**config.mk**
```make
export PLATFORM = sky130hd
export DESIGN_NAME = switch_monitor_supervisor
export DESIGN_NICKNAME = d
export VERILOG_FILES = /design/src/hdl/switch_monitor_pkg.sv /design/src/hdl/pin_sync.sv /design/src/hdl/switch_monitor_supervisor.sv
export SDC_FILE = /design/constraint.sdc
export NUM_CORES = 1
export LEC_CHECK = 0
export ABC_AREA = 1
export BUFFER_PORTS_ARGS = -buffer_cell sky130_fd_sc_hd__buf_2
export CORE_MARGIN = 3
export CORE_UTILIZATION = 60
export DETAILED_ROUTE_END_ITERATION = 10
export PLACE_DENSITY = 0.88
export SYNTH_ARGS = -nofsm -noshare
export SYNTH_HDL_FRONTEND = slang
export SYNTH_SLANG_ARGS = --single-unit
```
**constraint.sdc**
```tcl
create_clock -name ref_clk_i -period 5.35 [get_ports ref_clk_i]
set_input_delay 1.605 -clock ref_clk_i [delete_from_list [all_inputs] [get_ports ref_clk_i]]
set_output_delay 1.605 -clock ref_clk_i [all_outputs]
set_load 0.05 [all_outputs]
```
**src/hdl/switch_monitor_pkg.sv**
```systemverilog
package switch_monitor_pkg;

  // ==========================================================
  // timing
  localparam int CLK_PERIOD_NS         = 40;
  localparam int RESET_MIN_NS          = 2000;
  localparam int RESET_MIN_CYCLES      =
    (RESET_MIN_NS + CLK_PERIOD_NS - 1) / CLK_PERIOD_NS;
  localparam int RESET_PEND_US         = 1;
  localparam int RESET_PEND_CYCLES_DEF =
    (RESET_PEND_US * 1000000) / (CLK_PERIOD_NS * 1000) * 1000;
  localparam int INIT_CYCLES           = 16;
  localparam int CNT_W                 = 16;
  localparam int HI_CNT_W              = 6;

  // ==========================================================
  // register map, byte addresses of 32-bit words
  localparam logic [7:0] ADDR_CONFIG    = 8'h00;
  localparam logic [7:0] ADDR_INPUT_CFG = 8'h04;
  localparam logic [7:0] ADDR_CLEAN     = 8'h08;
  localparam logic [7:0] ADDR_EVENT     = 8'h0c;
  localparam logic [7:0] ADDR_MISC      = 8'h10;
  localparam logic [7:0] ADDR_CRC       = 8'h14;

  // config register fields
  localparam int CFG_RUN_BIT   = 0;
  localparam int CFG_CRC_BIT   = 1;
  localparam int CFG_SWRST_BIT = 2;
  localparam int CFG_FIELD_LSB = 8;
  localparam int CFG_FIELD_W   = 8;
  localparam int INPUT_CFG_W   = 24;
  localparam int CLEAN_W       = 8;
  localparam int CRC_W         = 8;
  localparam logic [CRC_W-1:0] CRC_POLY = 8'h07;

  // values after reset
  localparam logic [CFG_FIELD_W-1:0] CFG_FIELD_RST = 8'h00;
  localparam logic [INPUT_CFG_W-1:0] INPUT_CFG_RST = 24'h000000;
  localparam logic [CLEAN_W-1:0]     CLEAN_RST     = 8'h00;

  // ==========================================================
  // types
  typedef enum logic [2:0] {
    ST_INIT  = 3'b000,
    ST_IDLE  = 3'b001,
    ST_RUN   = 3'b010,
    ST_UV    = 3'b011,
    ST_PEND  = 3'b100,
    ST_RESET = 3'b101
  } sup_state_e;

  typedef struct packed {
    logic switch_change_event;
    logic undervoltage_event_bit;
    logic selfcheck_error_flag;
    logic power_on;
  } evt_s;

  typedef struct packed {
    logic cs_n;
    logic vdd_ok;
    logic uv_det;
    logic rst_pin;
  } pins_s;

  localparam int PINS_W = 4;
  // sampler idle levels: chip select high, supply present
  localparam logic [PINS_W-1:0] PINS_RST = 4'hc;

endpackage

```
**src/hdl/pin_sync.sv**
```systemverilog
`timescale 1ns/10ps
// three-stage sampler: output follows once stages two and three agree
module pin_sync #(
  parameter int WIDTH = 1
) (
  // clock and reset
  input  wire logic             ref_clk_i,
  input  wire logic             rst_n_i,
  // pins
  input  wire logic [WIDTH-1:0] d_i,
  input  wire logic [WIDTH-1:0] rst_val_i,
  output      logic [WIDTH-1:0] q_o
);

  logic [WIDTH-1:0] s1_r;
  logic [WIDTH-1:0] s2_r;
  logic [WIDTH-1:0] s3_r;
  logic [WIDTH-1:0] q_nxt;

  genvar g;
  generate
    for (g = 0; g < WIDTH; g++) begin : g_bit
      always_comb begin
        q_nxt[g] = (s2_r[g] == s3_r[g]) ? s3_r[g] : q_o[g];
      end
    end
  endgenerate

  // reset to the idle level of each pin so no false edge follows reset
  always_ff @(posedge ref_clk_i) begin
    if (!rst_n_i) begin
      s1_r <= rst_val_i;
      s2_r <= rst_val_i;
      s3_r <= rst_val_i;
      q_o  <= rst_val_i;
    end else begin
      s1_r <= d_i;
      s2_r <= s1_r;
      s3_r <= s2_r;
      q_o  <= q_nxt;
    end
  end

endmodule

```
**src/hdl/switch_monitor_supervisor.sv**
```systemverilog
// Chosen here: the address map and the Wishbone interface to the registers.
`timescale 1ns/10ps
module switch_monitor_supervisor
  import switch_monitor_pkg::*;
#(
  parameter int RESET_PEND_CYCLES = RESET_PEND_CYCLES_DEF
) (
  // clock and reset
  input  wire logic                   ref_clk_i,
  input  wire logic                   rst_n_i,
  // wishbone slave
  input  wire logic                   wb_cyc_i,
  input  wire logic                   wb_stb_i,
  input  wire logic                   wb_we_i,
  input  wire logic [7:0]             wb_adr_i,
  input  wire logic [3:0]             wb_sel_i,
  input  wire logic [31:0]            wb_dat_i,
  output      logic [31:0]            wb_dat_o,
  output      logic                   wb_ack_o,
  // pins and supply detectors
  input  wire logic                   reset_pin_i,
  input  wire logic                   uv_det_i,
  input  wire logic                   vdd_ok_i,
  input  wire logic                   cs_n_i,
  // polling engine and factory trim
  input  wire logic                   selfcheck_ok_i,
  input  wire logic                   poll_cycle_done_i,
  // interrupt and serial status
  output      logic                   int_n_o,
  output      logic                   por_flag_o,
  output      logic                   other_int_serial_flag_o,
  output      logic                   serial_en_o,
  // monitoring control
  output      logic                   wetting_en_o,
  output      logic                   monitor_en_o,
  output      logic                   poll_restart_o,
  output      logic                   baseline_load_o,
  output      logic [CFG_FIELD_W-1:0] cfg_field_o,
  output      logic [INPUT_CFG_W-1:0] input_cfg_o,
  output      logic [CLEAN_W-1:0]     clean_current_o
);

  // ==========================================================
  // functions
  function automatic logic [7:0] lane_merge(input logic [7:0] old_v,
                                            input logic [7:0] new_v,
                                            input logic       en);
    lane_merge = en ? new_v : old_v;
  endfunction

  function automatic logic [CRC_W-1:0] crc_calc(input logic [47:0] d);
    logic [CRC_W-1:0] c;
    c = '0;
    for (int i = 47; i >= 0; i--) begin
      if (c[CRC_W-1] ^ d[i]) begin
        c = {c[CRC_W-2:0], 1'b0} ^ CRC_POLY;
      end else begin
        c = {c[CRC_W-2:0], 1'b0};
      end
    end
    crc_calc = c;
  endfunction

  // ==========================================================
  // input synchronization
  pins_s pins_raw;
  pins_s pins_s_q;

  assign pins_raw = '{cs_n: cs_n_i, vdd_ok: vdd_ok_i,
                      uv_det: uv_det_i, rst_pin: reset_pin_i};

  pin_sync #(
    .WIDTH     (PINS_W)
  ) u_pin_sync (
    .ref_clk_i (ref_clk_i),
    .rst_n_i   (rst_n_i),
    .d_i       (pins_raw),
    .rst_val_i (PINS_RST),
    .q_o       (pins_s_q)
  );

  // ==========================================================
  // state
  sup_state_e             state_r,     state_nxt;
  logic [CNT_W-1:0]       cnt_r,       cnt_nxt;
  logic [HI_CNT_W-1:0]    hi_cnt_r,    hi_cnt_nxt;
  evt_s                   evt_r,       evt_nxt;
  logic                   uv_live_r,   uv_live_nxt;
  logic                   first_r,     first_nxt;
  logic                   evt_read_r,  evt_read_nxt;
  logic                   cs_prev_r,   cs_prev_nxt;
  logic                   run_r,       run_nxt;
  logic [CFG_FIELD_W-1:0] cfg_r,       cfg_nxt;
  logic [INPUT_CFG_W-1:0] incfg_r,     incfg_nxt;
  logic [CLEAN_W-1:0]     clean_r,     clean_nxt;
  logic [CRC_W-1:0]       crc_r,       crc_nxt;
  logic                   ack_nxt;
  logic [31:0]            dat_nxt;
  logic                   int_n_nxt;
  logic                   wet_nxt;
  logic                   restart_nxt;
  logic                   base_nxt;
  logic                   ser_nxt;

  evt_s                   evt_set;
  logic                   evt_clr;
  logic                   wb_req;
  logic                   wb_wr;
  logic                   cs_rise;
  logic                   pin_reset;
  logic                   held;
  logic                   swrst;

  // ==========================================================
  // next-state logic
  always_comb begin
    state_nxt    = state_r;
    cnt_nxt      = cnt_r;
    hi_cnt_nxt   = hi_cnt_r;
    uv_live_nxt  = uv_live_r;
    first_nxt    = first_r;
    evt_read_nxt = evt_read_r;
    cs_prev_nxt  = pins_s_q.cs_n;
    run_nxt      = run_r;
    cfg_nxt      = cfg_r;
    incfg_nxt    = incfg_r;
    clean_nxt    = clean_r;
    crc_nxt      = crc_r;
    restart_nxt  = 1'b0;
    base_nxt     = 1'b0;
    swrst        = 1'b0;
    evt_set      = '0;
    evt_clr      = 1'b0;
    dat_nxt      = 32'h00000000;

    held    = (state_r == ST_RESET) || (state_r == ST_PEND) ||
              (state_r == ST_INIT);
    wb_req  = wb_cyc_i && wb_stb_i && !wb_ack_o;
    wb_wr   = wb_req && wb_we_i && !held;
    ack_nxt = wb_req;
    cs_rise = pins_s_q.cs_n && !cs_prev_r;

    // reset pin must stay high the full minimum before it counts
    if (pins_s_q.rst_pin) begin
      if (hi_cnt_r != HI_CNT_W'(RESET_MIN_CYCLES - 1)) begin
        hi_cnt_nxt = hi_cnt_r + HI_CNT_W'(1);
      end
    end else begin
      hi_cnt_nxt = '0;
    end
    pin_reset = pins_s_q.rst_pin &&
                (hi_cnt_r == HI_CNT_W'(RESET_MIN_CYCLES - 1));

    // register reads
    if (wb_req && !wb_we_i && !held) begin
      if (wb_adr_i == ADDR_CONFIG) begin
        dat_nxt[CFG_RUN_BIT] = run_r;
        dat_nxt[CFG_FIELD_LSB +: CFG_FIELD_W] = cfg_r;
      end else if (wb_adr_i == ADDR_INPUT_CFG) begin
        dat_nxt[INPUT_CFG_W-1:0] = incfg_r;
      end else if (wb_adr_i == ADDR_CLEAN) begin
        dat_nxt[CLEAN_W-1:0] = clean_r;
      end else if (wb_adr_i == ADDR_EVENT) begin
        dat_nxt[3:0] = evt_r;
        if (!pins_s_q.cs_n) begin
          evt_read_nxt = 1'b1;
        end
      end else if (wb_adr_i == ADDR_MISC) begin
        dat_nxt[0]   = uv_live_r;
        dat_nxt[6:4] = state_r;
      end else if (wb_adr_i == ADDR_CRC) begin
        dat_nxt[CRC_W-1:0] = crc_r;
      end
    end

    // register writes; the lock follows the run bit
    if (wb_wr) begin
      if (wb_adr_i == ADDR_CONFIG) begin
        if (wb_sel_i[0]) begin
          run_nxt = wb_dat_i[CFG_RUN_BIT];
          swrst   = wb_dat_i[CFG_SWRST_BIT];
          if (wb_dat_i[CFG_CRC_BIT]) begin
            crc_nxt = crc_calc({8'h00, incfg_r, clean_r, cfg_r});
          end
        end
        if (!run_r) begin
          cfg_nxt = lane_merge(cfg_r, wb_dat_i[15:8],
                               wb_sel_i[1]);
        end
      end else if (wb_adr_i == ADDR_INPUT_CFG) begin
        if (!run_r) begin
          for (int b = 0; b < 3; b++) begin
            incfg_nxt[b*8 +: 8] = lane_merge(incfg_r[b*8 +: 8],
                                             wb_dat_i[b*8 +: 8],
                                             wb_sel_i[b]);
          end
        end
      end else if (wb_adr_i == ADDR_CLEAN) begin
        clean_nxt = lane_merge(clean_r, wb_dat_i[7:0],
                               wb_sel_i[0]);
      end
    end

    // event register clear at chip-select rise after a read
    if (cs_rise) begin
      evt_read_nxt = 1'b0;
      evt_clr      = evt_read_r;
    end

    // supervisory sequence
    case (state_r)
      ST_INIT: begin
        cnt_nxt = cnt_r + CNT_W'(1);
        if (cnt_r == CNT_W'(INIT_CYCLES - 1)) begin
          cnt_nxt                      = '0;
          evt_set.power_on             = 1'b1;
          evt_set.selfcheck_error_flag = !selfcheck_ok_i;
          state_nxt                    = ST_IDLE;
        end
      end
      ST_IDLE, ST_RUN: begin
        if (pins_s_q.uv_det) begin
          evt_set.undervoltage_event_bit = 1'b1;
          uv_live_nxt = 1'b1;
          first_nxt   = 1'b0;
          state_nxt   = ST_UV;
        end else if (run_nxt) begin
          state_nxt = ST_RUN;
        end else begin
          state_nxt = ST_IDLE;
          first_nxt = 1'b0;
        end
        if (state_r == ST_RUN && first_r && poll_cycle_done_i) begin
          evt_set.switch_change_event = 1'b1;
          base_nxt  = 1'b1;
          first_nxt = 1'b0;
        end
      end
      ST_UV: begin
        // only the two edges of the condition raise events
        if (!pins_s_q.uv_det) begin
          evt_set.undervoltage_event_bit = 1'b1;
          uv_live_nxt = 1'b0;
          if (run_nxt) begin
            state_nxt   = ST_RUN;
            restart_nxt = 1'b1;
            first_nxt   = 1'b1;
          end else begin
            state_nxt = ST_IDLE;
          end
        end
      end
      ST_PEND: begin
        // finishing with a pending interrupt takes the long wait
        cnt_nxt = cnt_r + CNT_W'(1);
        if (cnt_r == CNT_W'(RESET_PEND_CYCLES - 1)) begin
          cnt_nxt   = '0;
          state_nxt = ST_RESET;
        end
      end
      ST_RESET: begin
        if (!pins_s_q.rst_pin) begin
          cnt_nxt   = '0;
          state_nxt = ST_INIT;
        end
      end
      default: begin
        state_nxt = ST_INIT;
      end
    endcase

    evt_nxt = evt_s'((evt_clr ? 4'h0 : evt_r) | evt_set);

    // reset paths override the sequence and clear the settings; events are kept in the pending wait
    if (pin_reset && state_r != ST_PEND && state_r != ST_RESET) begin
      state_nxt = (evt_r != 4'h0) ? ST_PEND : ST_RESET;
      cnt_nxt   = '0;
    end else if (swrst) begin
      state_nxt = ST_INIT;
      cnt_nxt   = '0;
    end
    if (state_nxt == ST_RESET || state_nxt == ST_PEND ||
        (state_nxt == ST_INIT && state_r != ST_INIT)) begin
      run_nxt      = 1'b0;
      cfg_nxt      = CFG_FIELD_RST;
      incfg_nxt    = INPUT_CFG_RST;
      clean_nxt    = CLEAN_RST;
      crc_nxt      = '0;
      uv_live_nxt  = 1'b0;
      first_nxt    = 1'b0;
      evt_read_nxt = 1'b0;
      restart_nxt  = 1'b0;
      base_nxt     = 1'b0;
      if (state_nxt != ST_PEND) begin
        evt_nxt = '0;
      end
    end

    int_n_nxt = (evt_nxt == 4'h0);
    wet_nxt   = (state_nxt == ST_RUN);
    // serial path follows the logic supply; settings stay untouched
    ser_nxt   = pins_s_q.vdd_ok && (state_nxt != ST_RESET) &&
                (state_nxt != ST_PEND);
  end

  // ==========================================================
  // registers
  always_ff @(posedge ref_clk_i) begin
    if (!rst_n_i) begin
      state_r                 <= ST_INIT;
      cnt_r                   <= '0;
      hi_cnt_r                <= '0;
      evt_r                   <= '0;
      uv_live_r               <= 1'b0;
      first_r                 <= 1'b0;
      evt_read_r              <= 1'b0;
      cs_prev_r               <= 1'b1;
      run_r                   <= 1'b0;
      cfg_r                   <= CFG_FIELD_RST;
      incfg_r                 <= INPUT_CFG_RST;
      clean_r                 <= CLEAN_RST;
      crc_r                   <= '0;
      wb_ack_o                <= 1'b0;
      wb_dat_o                <= 32'h00000000;
      int_n_o                 <= 1'b1;
      por_flag_o              <= 1'b0;
      other_int_serial_flag_o <= 1'b0;
      serial_en_o             <= 1'b0;
      wetting_en_o            <= 1'b0;
      monitor_en_o            <= 1'b0;
      poll_restart_o          <= 1'b0;
      baseline_load_o         <= 1'b0;
    end else begin
      state_r                 <= state_nxt;
      cnt_r                   <= cnt_nxt;
      hi_cnt_r                <= hi_cnt_nxt;
      evt_r                   <= evt_nxt;
      uv_live_r               <= uv_live_nxt;
      first_r                 <= first_nxt;
      evt_read_r              <= evt_read_nxt;
      cs_prev_r               <= cs_prev_nxt;
      run_r                   <= run_nxt;
      cfg_r                   <= cfg_nxt;
      incfg_r                 <= incfg_nxt;
      clean_r                 <= clean_nxt;
      crc_r                   <= crc_nxt;
      wb_ack_o                <= ack_nxt;
      wb_dat_o                <= dat_nxt;
      int_n_o                 <= int_n_nxt;
      por_flag_o              <= evt_nxt.power_on;
      other_int_serial_flag_o <= evt_nxt.undervoltage_event_bit ||
                                 uv_live_nxt;
      serial_en_o             <= ser_nxt;
      wetting_en_o            <= wet_nxt;
      monitor_en_o            <= wet_nxt;
      poll_restart_o          <= restart_nxt;
      baseline_load_o         <= base_nxt;
    end
  end

  // ==========================================================
  // outputs of stored configuration
  assign cfg_field_o     = cfg_r;
  assign input_cfg_o     = incfg_r;
  assign clean_current_o = clean_r;

endmodule

```
# After elaboration in Yosys (flattened, before gate mapping)
# Cells that the tools add are included.
# op_classes
addsub	2
eq_ne	29
n_mux	289
n_bitwise	96
reduce_logical	51
# ops
cell	count
8-bit 2-to-1 mux	192
3-bit 2-to-1 mux	56
3-bit inverter	47
16-bit 2-to-1 mux	4
16-bit case mux with 3 select lines	1
1-bit XOR	40
1-bit 2-to-1 mux	24
4-bit 2-to-1 mux	5
5-bit AND reduction	4
16-bit by 1-bit adder with 16-bit output (second input constant)	1
16-bit by 15-bit equality test with 1-bit output (second input constant)	1
16-bit by 4-bit equality test with 1-bit output (second input constant)	1
8-bit by 4-bit equality test with 1-bit output (second input constant)	2
8-bit by 5-bit equality test with 1-bit output (second input constant)	2
1-bit logical AND	15
3-bit case mux with 5 select lines	1
3-bit equality test (second input constant)	4
3-bit inequality test (second input constant)	4
4-bit AND reduction	3
3-bit by 2-bit equality test with 1-bit output (second input constant)	3
3-bit OR reduction	3
8-bit by 3-bit equality test with 1-bit output (second input constant)	1
8-bit zero test	1
1-bit inverter	8
22 further kinds	44
# totals
regBits	137
inputBits	55
out_inout_bits	81
word_cells	503

# Longest topological paths before layout
# logic_depth
depth_word	284
ltp_mapped	29
depth_no_buf	29

# Hierarchy
# A second synthesis with hierarchy kept.
# hier_totals
cells_unflattened	1112
hier_area_um2	7141.8
# by_module_without_submodules
mod	instances	cells_each	area_each_um2	seq_area_each_um2
switch_monitor_supervisor	1	1045	6541.3	2262.2
pin_sync	1	67	600.6	360.3

# Least setup slack after synthesis
# OpenSTA, ideal clock, no wires.
# synth_timing
path_type	input-to-reg
startpoint	input wb_adr_i[1]
endpoint	register crc_r[4]
setup_ns	0.109
arrival_time_ns	3.632
required_time_ns	5.241
path_slack_ns	1.609
path_stages	24
path_buffers	1
path_cell_list	nor2_2 -> inv_2 -> nor3_4 -> inv_2 -> nor2_8 -> inv_4 -> nor2_8 -> nand2_4 -> nand2_1 -> o21ai_2 -> nor2_1 -> inv_2 -> nand2_1 -> a21oi_1 -> or2_1 -> inv_2 -> a21oi_4 -> inv_2 -> nor2_4 -> inv_2 -> buf_6 -> a21oi_1 -> nand2_1 -> inv_1
# synth_between
elab_chain_cells	12
word_cells_on_any_way	19
cone_classes	eq/ne: 2; mux: 10; reduce/logical: 7
# synth_rtl
item	line_no	text
from (decl)	switch_monitor_supervisor.sv:15	input wire logic [7:0] wb_adr_i,
8-bit zero test *	switch_monitor_supervisor.sv:178	if (wb_adr_i == ADDR_CONFIG) begin
1-bit 2-to-1 mux	switch_monitor_supervisor.sv:178	
1-bit 2-to-1 mux	switch_monitor_supervisor.sv:177	if (wb_wr) begin
2-bit 2-to-1 mux	switch_monitor_supervisor.sv:227, switch_monitor_supervisor.sv:244	
3-bit 2-to-1 mux, on equally long branches	switch_monitor_supervisor.sv:241, switch_monitor_supervisor.sv:222	
3-bit case mux with 5 select lines	switch_monitor_supervisor.sv:211	case (state_r)
3-bit 2-to-1 mux	switch_monitor_supervisor.sv:278	end else if (swrst) begin
3-bit 2-to-1 mux	switch_monitor_supervisor.sv:275	if (pin_reset && state_r != ST_PEND && state_r != ST_RESET) begin
3-bit equality test or 3-bit zero test (tied branches)	switch_monitor_supervisor.sv:282, switch_monitor_supervisor.sv:283	
1-bit logical OR or 1-bit logical AND (tied branches)	switch_monitor_supervisor.sv:282, switch_monitor_supervisor.sv:283	
1-bit logical OR	switch_monitor_supervisor.sv:282	if (state_nxt == ST_RESET || state_nxt == ST_PEND ||
2-bit OR reduction (no line)	n/a	
to (signal assigned)	switch_monitor_supervisor.sv:346	crc_r <= crc_nxt;
to (decl)	switch_monitor_supervisor.sv:96	logic [CRC_W-1:0] crc_r, crc_nxt;
# Mark *: on every way between the ends. The rest lies on a longest branch, timed or not.
# A chain may end at the register's enable or synchronous reset.

# Final worst setup path
# layout_timing
startpoint	input wb_adr_i[1]
endpoint	register incfg_r[20] (netlist: input_cfg_o[20])
# layout_between
elab_chain_cells	12
word_cells_on_any_way	21
cone_classes	eq/ne: 3; mux: 10; bitwise: 1; reduce/logical: 7
# layout_rtl
item	line_no	text
8-bit zero test	switch_monitor_supervisor.sv:178	
1-bit 2-to-1 mux	switch_monitor_supervisor.sv:178	
1-bit 2-to-1 mux	switch_monitor_supervisor.sv:177	
2-bit 2-to-1 mux	switch_monitor_supervisor.sv:227, switch_monitor_supervisor.sv:244	
3-bit 2-to-1 mux, on equally long branches	switch_monitor_supervisor.sv:241, switch_monitor_supervisor.sv:222	
3-bit case mux with 5 select lines	switch_monitor_supervisor.sv:211	
3-bit 2-to-1 mux	switch_monitor_supervisor.sv:278	
3-bit 2-to-1 mux	switch_monitor_supervisor.sv:275	
3-bit equality test or 3-bit zero test (tied branches)	switch_monitor_supervisor.sv:282, switch_monitor_supervisor.sv:283	
1-bit logical OR or 1-bit logical AND (tied branches)	switch_monitor_supervisor.sv:282, switch_monitor_supervisor.sv:283	
1-bit logical OR	switch_monitor_supervisor.sv:282	
2-bit OR reduction (no line)	n/a	
to (signal assigned)	switch_monitor_supervisor.sv:344	incfg_r <= incfg_nxt;
to (decl)	switch_monitor_supervisor.sv:94	logic [INPUT_CFG_W-1:0] incfg_r, incfg_nxt;
# Several ways; a longest one is shown, not always the timed one.

==> flow_metrics.py <==
metrics = {
    "outcome": {
        "status": "complete, no violations",
    },
    "layout": {
        "antenna_cells": 0,
        "layout.nets": 1238,
        "area_growth_pct": 17.7,
        "drive_gt1_frac": 0.178,
        "final_cells": 1331,
        "final_area_um2": 8200,
        "final_core_util": 0.741,
    },
    "setup_path": {
        "critical_path_class": "in -> reg",
        "start_kind": "input port",
        "crit_slowest_cell": "buf_4",
        "cp_cell_sequence": "buf_2 > nor2_2 > inv_2 > nor3_4 > inv_2 > nor2_8 > inv_4 > nor2_8 > nand2_4 > nand2_1 > o21ai_2 > nor2_1 > inv_2 > nand2_1 > a21oi_1 > or2_1 > inv_2 > a21oi_4 > inv_2 > nor2_4 > inv_2 > buf_4 > a21oi_1",
        "end_kind": "flip-flop",
        "required_ns": 5.65,
        "crit_fanout": 27,
        "startpoint": "wb_adr_i[1]",
        "critPathMaxStageDelay_ns": 0.36,
        "crit_arrival_ns": 4.43,
        "reg2reg_depth": 19,
        "r2r-start": "state_r[2]",
        "cp_common_cell": "inv_2",
    },
    "grt": {
        "grtUsageTotal": 0.314,
        "grt_pass1_vias": 6775,
        "grt_antenna_before_repair": 0,
        "grt_max_degree": 28,
        "gr-total-overflow": 0,
        "grt_pass1_wl_um": 32300,
    },
    "clock_tree": {
        "cts-resized-gates": 0,
        "cts.clk_slew.worst_paths_ns": 0.05,
        "cts_root_buffer": "clkbuf_16",
        "cts_tree": "built",
        "cts_hold_buf": 0,
        "htreeDepth": 4,
        "cts_buffers": 17,
        "ctsLongestPathBuffers": 2,
        "clock_sink_count": 129,
        "worstSkewPairLatency_ns": 0.43,
        "cts_setup_buffers": 0,
    },
    "yosys": {
        "yosysTopAreaCellShare": 0.371,
        "synth_common_cells": "326 x nand2_1, 134 x inv_1, 129 x dfxtp_1",
        "syn_area_per_cell_um2": 6.60,
        "yosysTopAreaCell": "dfxtp_1",
        "synth_most_common_cell": "nand2_1",
        "synth_edf_count": 0,
        "synth.area.top_cells": "dfxtp_1 37%, nand2_1 18%, nand3_1 8.0%",
        "synth.distinct_cells": 48,
        "ys_warn_count": 0,
        "seq_area_frac_synth": 0.371,
        "synthFlopType": "dfxtp_1",
        "ys_seq_elements": 129,
        "synth_cells": 1056,
        "async_flop_share": 0,
        "syn_area_um2": 6970,
    },
    "die": {
        "row_count": 38,
        "chipWidth_um": 114,
        "fp.dieH_um": 114,
        "core-area_um2": 11100,
        "initial_core_util": 0.629,
        "io_pins": 136,
        "die_area_um2": 12900,
    },
    "power": {
        "power_mw": 2.13,
        "power_density_nw_per_um2": 260,
        "ir_drop_mv": 0.382,
        "p_leak_nw": 3.93,
    },
    "worst_hold_path": {
        "hold_path.class": "reg -> reg",
        "worstHoldStart": "u_pin_sync.s1_r[3]",
        "hold_depth": 1,
    },
    "sta": {
        "fmax_mhz": 242,
        "rsz0062_at_grt": "false",
        "fin_ws_ns": 1.22,
        "setup_tns_ns": 0,
        "timing.slew.headroom": 0.319,
        "hold_ws_ns": 0.411,
        "slew_violations": 0,
        "setup_violations": 0,
        "worstMarginPinSlew_ns": 1.01,
        "fin_worst_skew_ns": 0.00700,
        "min_period_ns": 4.13,
        "fin_crit_sh": 0.772,
        "finalHoldViolCount": 0,
    },
    "route": {
        "ant_nets": 0,
        "vias": 7466,
        "drc": 0,
        "dr.pass1.iters": 6,
        "wl_per_cell_um": 14.6,
        "drt-initial-drc-count": 825,
        "viasPerCell": 5.61,
        "routed_wl_um": 19500,
    },
    "flow_run": {
        "drv_cap": 0,
    },
    "place": {
        "place_ws_ns": 0.826,
        "dp.cells": 1301,
        "numPortBuffers": 118,
        "gp_congestion": 0.987,
        "dpl.hpwl_um": 15000,
        "placed_cell_area_um2": 7650,
    },
}
-- routing by layer --
layer / up-vias / part of all wire / GRT usage
met5: - / 0 / 0
met4: 0 / 0.034 / 0.143
met3: 71 / 0.11 / 0.0695
met2: 395 / 0.43 / 0.467
met1: 3343 / 0.43 / 0.436
li1: 3657 / - / -
-- final timing paths --
check,to,slack (ns)
min,u_pin_sync.s2_r[3],0.41
min reg2reg,u_pin_sync.s2_r[3],0.41
max,input_cfg_o[20],1.22
max reg2reg,input_cfg_o[20],2.10
-- area by class of cell --
type,instances,area (µm²)
tap,140,175
clock inverter,9,85.1
timing repair buffer,121,613
sequential,129,2580
fill,915,2870
inverter,152,573
multi-input combinational,759,3700
clock buffer,21,470
-- sequential cells by signal (all words and copies together) (netlist names), 3 cells and up --
name             count
crc_r                8
state_r              3
u_pin_sync.s1_r      4
cfg_field_o          8
u_pin_sync.s3_r      4
evt_r                4
input_cfg_o         24
clean_current_o      8
u_pin_sync.q_o       4
cnt_r               16
u_pin_sync.s2_r      4
hi_cnt_r             6
wb_dat_o            24
-- cells by family (layout without fill, tap and decap cells) --
group / after synthesis / count (layout) / share of synthesized area
AO/OA/AOI/OAI: 119 / 119 / 0.115
XOR/XNOR: 12 / 12 / 0.0151
adder cells (fa/ha/maj): 3 / 3 / 0.00539
buffers and inverters: 175 / 303 / 0.102
flip-flops: 129 / 129 / 0.371
other: 1 / 8 / 0.000538
AND/OR/NAND/NOR: 617 / 617 / 0.392
-- power by group --
group / total [mW] / internal [mW] / switching [mW] / leakage, nW
clock: 1.09 / 0.667 / 0.423 / 0.267
sequential: 0.971 / 0.967 / 0.00333 / 1.04
combinational: 0.0699 / 0.0207 / 0.0491 / 2.62
total: 2.13 / 1.66 / 0.476 / 3.93
-- cells in the final DEF, fill, tap and decap left out, types with 3 or more instances in the layout --
cell type and count:
nor2_1 90, inv_2 16, or2_2 8, dfxtp_1 129, o21ai_1 3, nand3_2 3
nand4_1 20, clkbuf_8 3, nand3_1 111, o21ai_0 17, clkinvlp_4 3, o32ai_1 7
nand3b_1 7, a21oi_1 56, nand2_2 10, a211oi_2 15, inv_1 134, nor3_1 20
nor4_1 6, clkinv_2 3, clkbuf_16 17, conb_1 8, o221ai_1 4, nand2_1 326
o22ai_1 4, buf_4 3, xnor2_1 4, buf_2 118, ha_1 3, xor2_1 8
nor3b_1 8
-- worst max-delay path, delay by kind of cell --
family | cells | cell delay [ns]
AO/OA/AOI/OAI | 4 | 0.27
AND/OR/NAND/NOR | 10 | 1.28
buffers and inverters | 9 | 1.26
No activity file was read; power rests on OpenSTA's default activity.
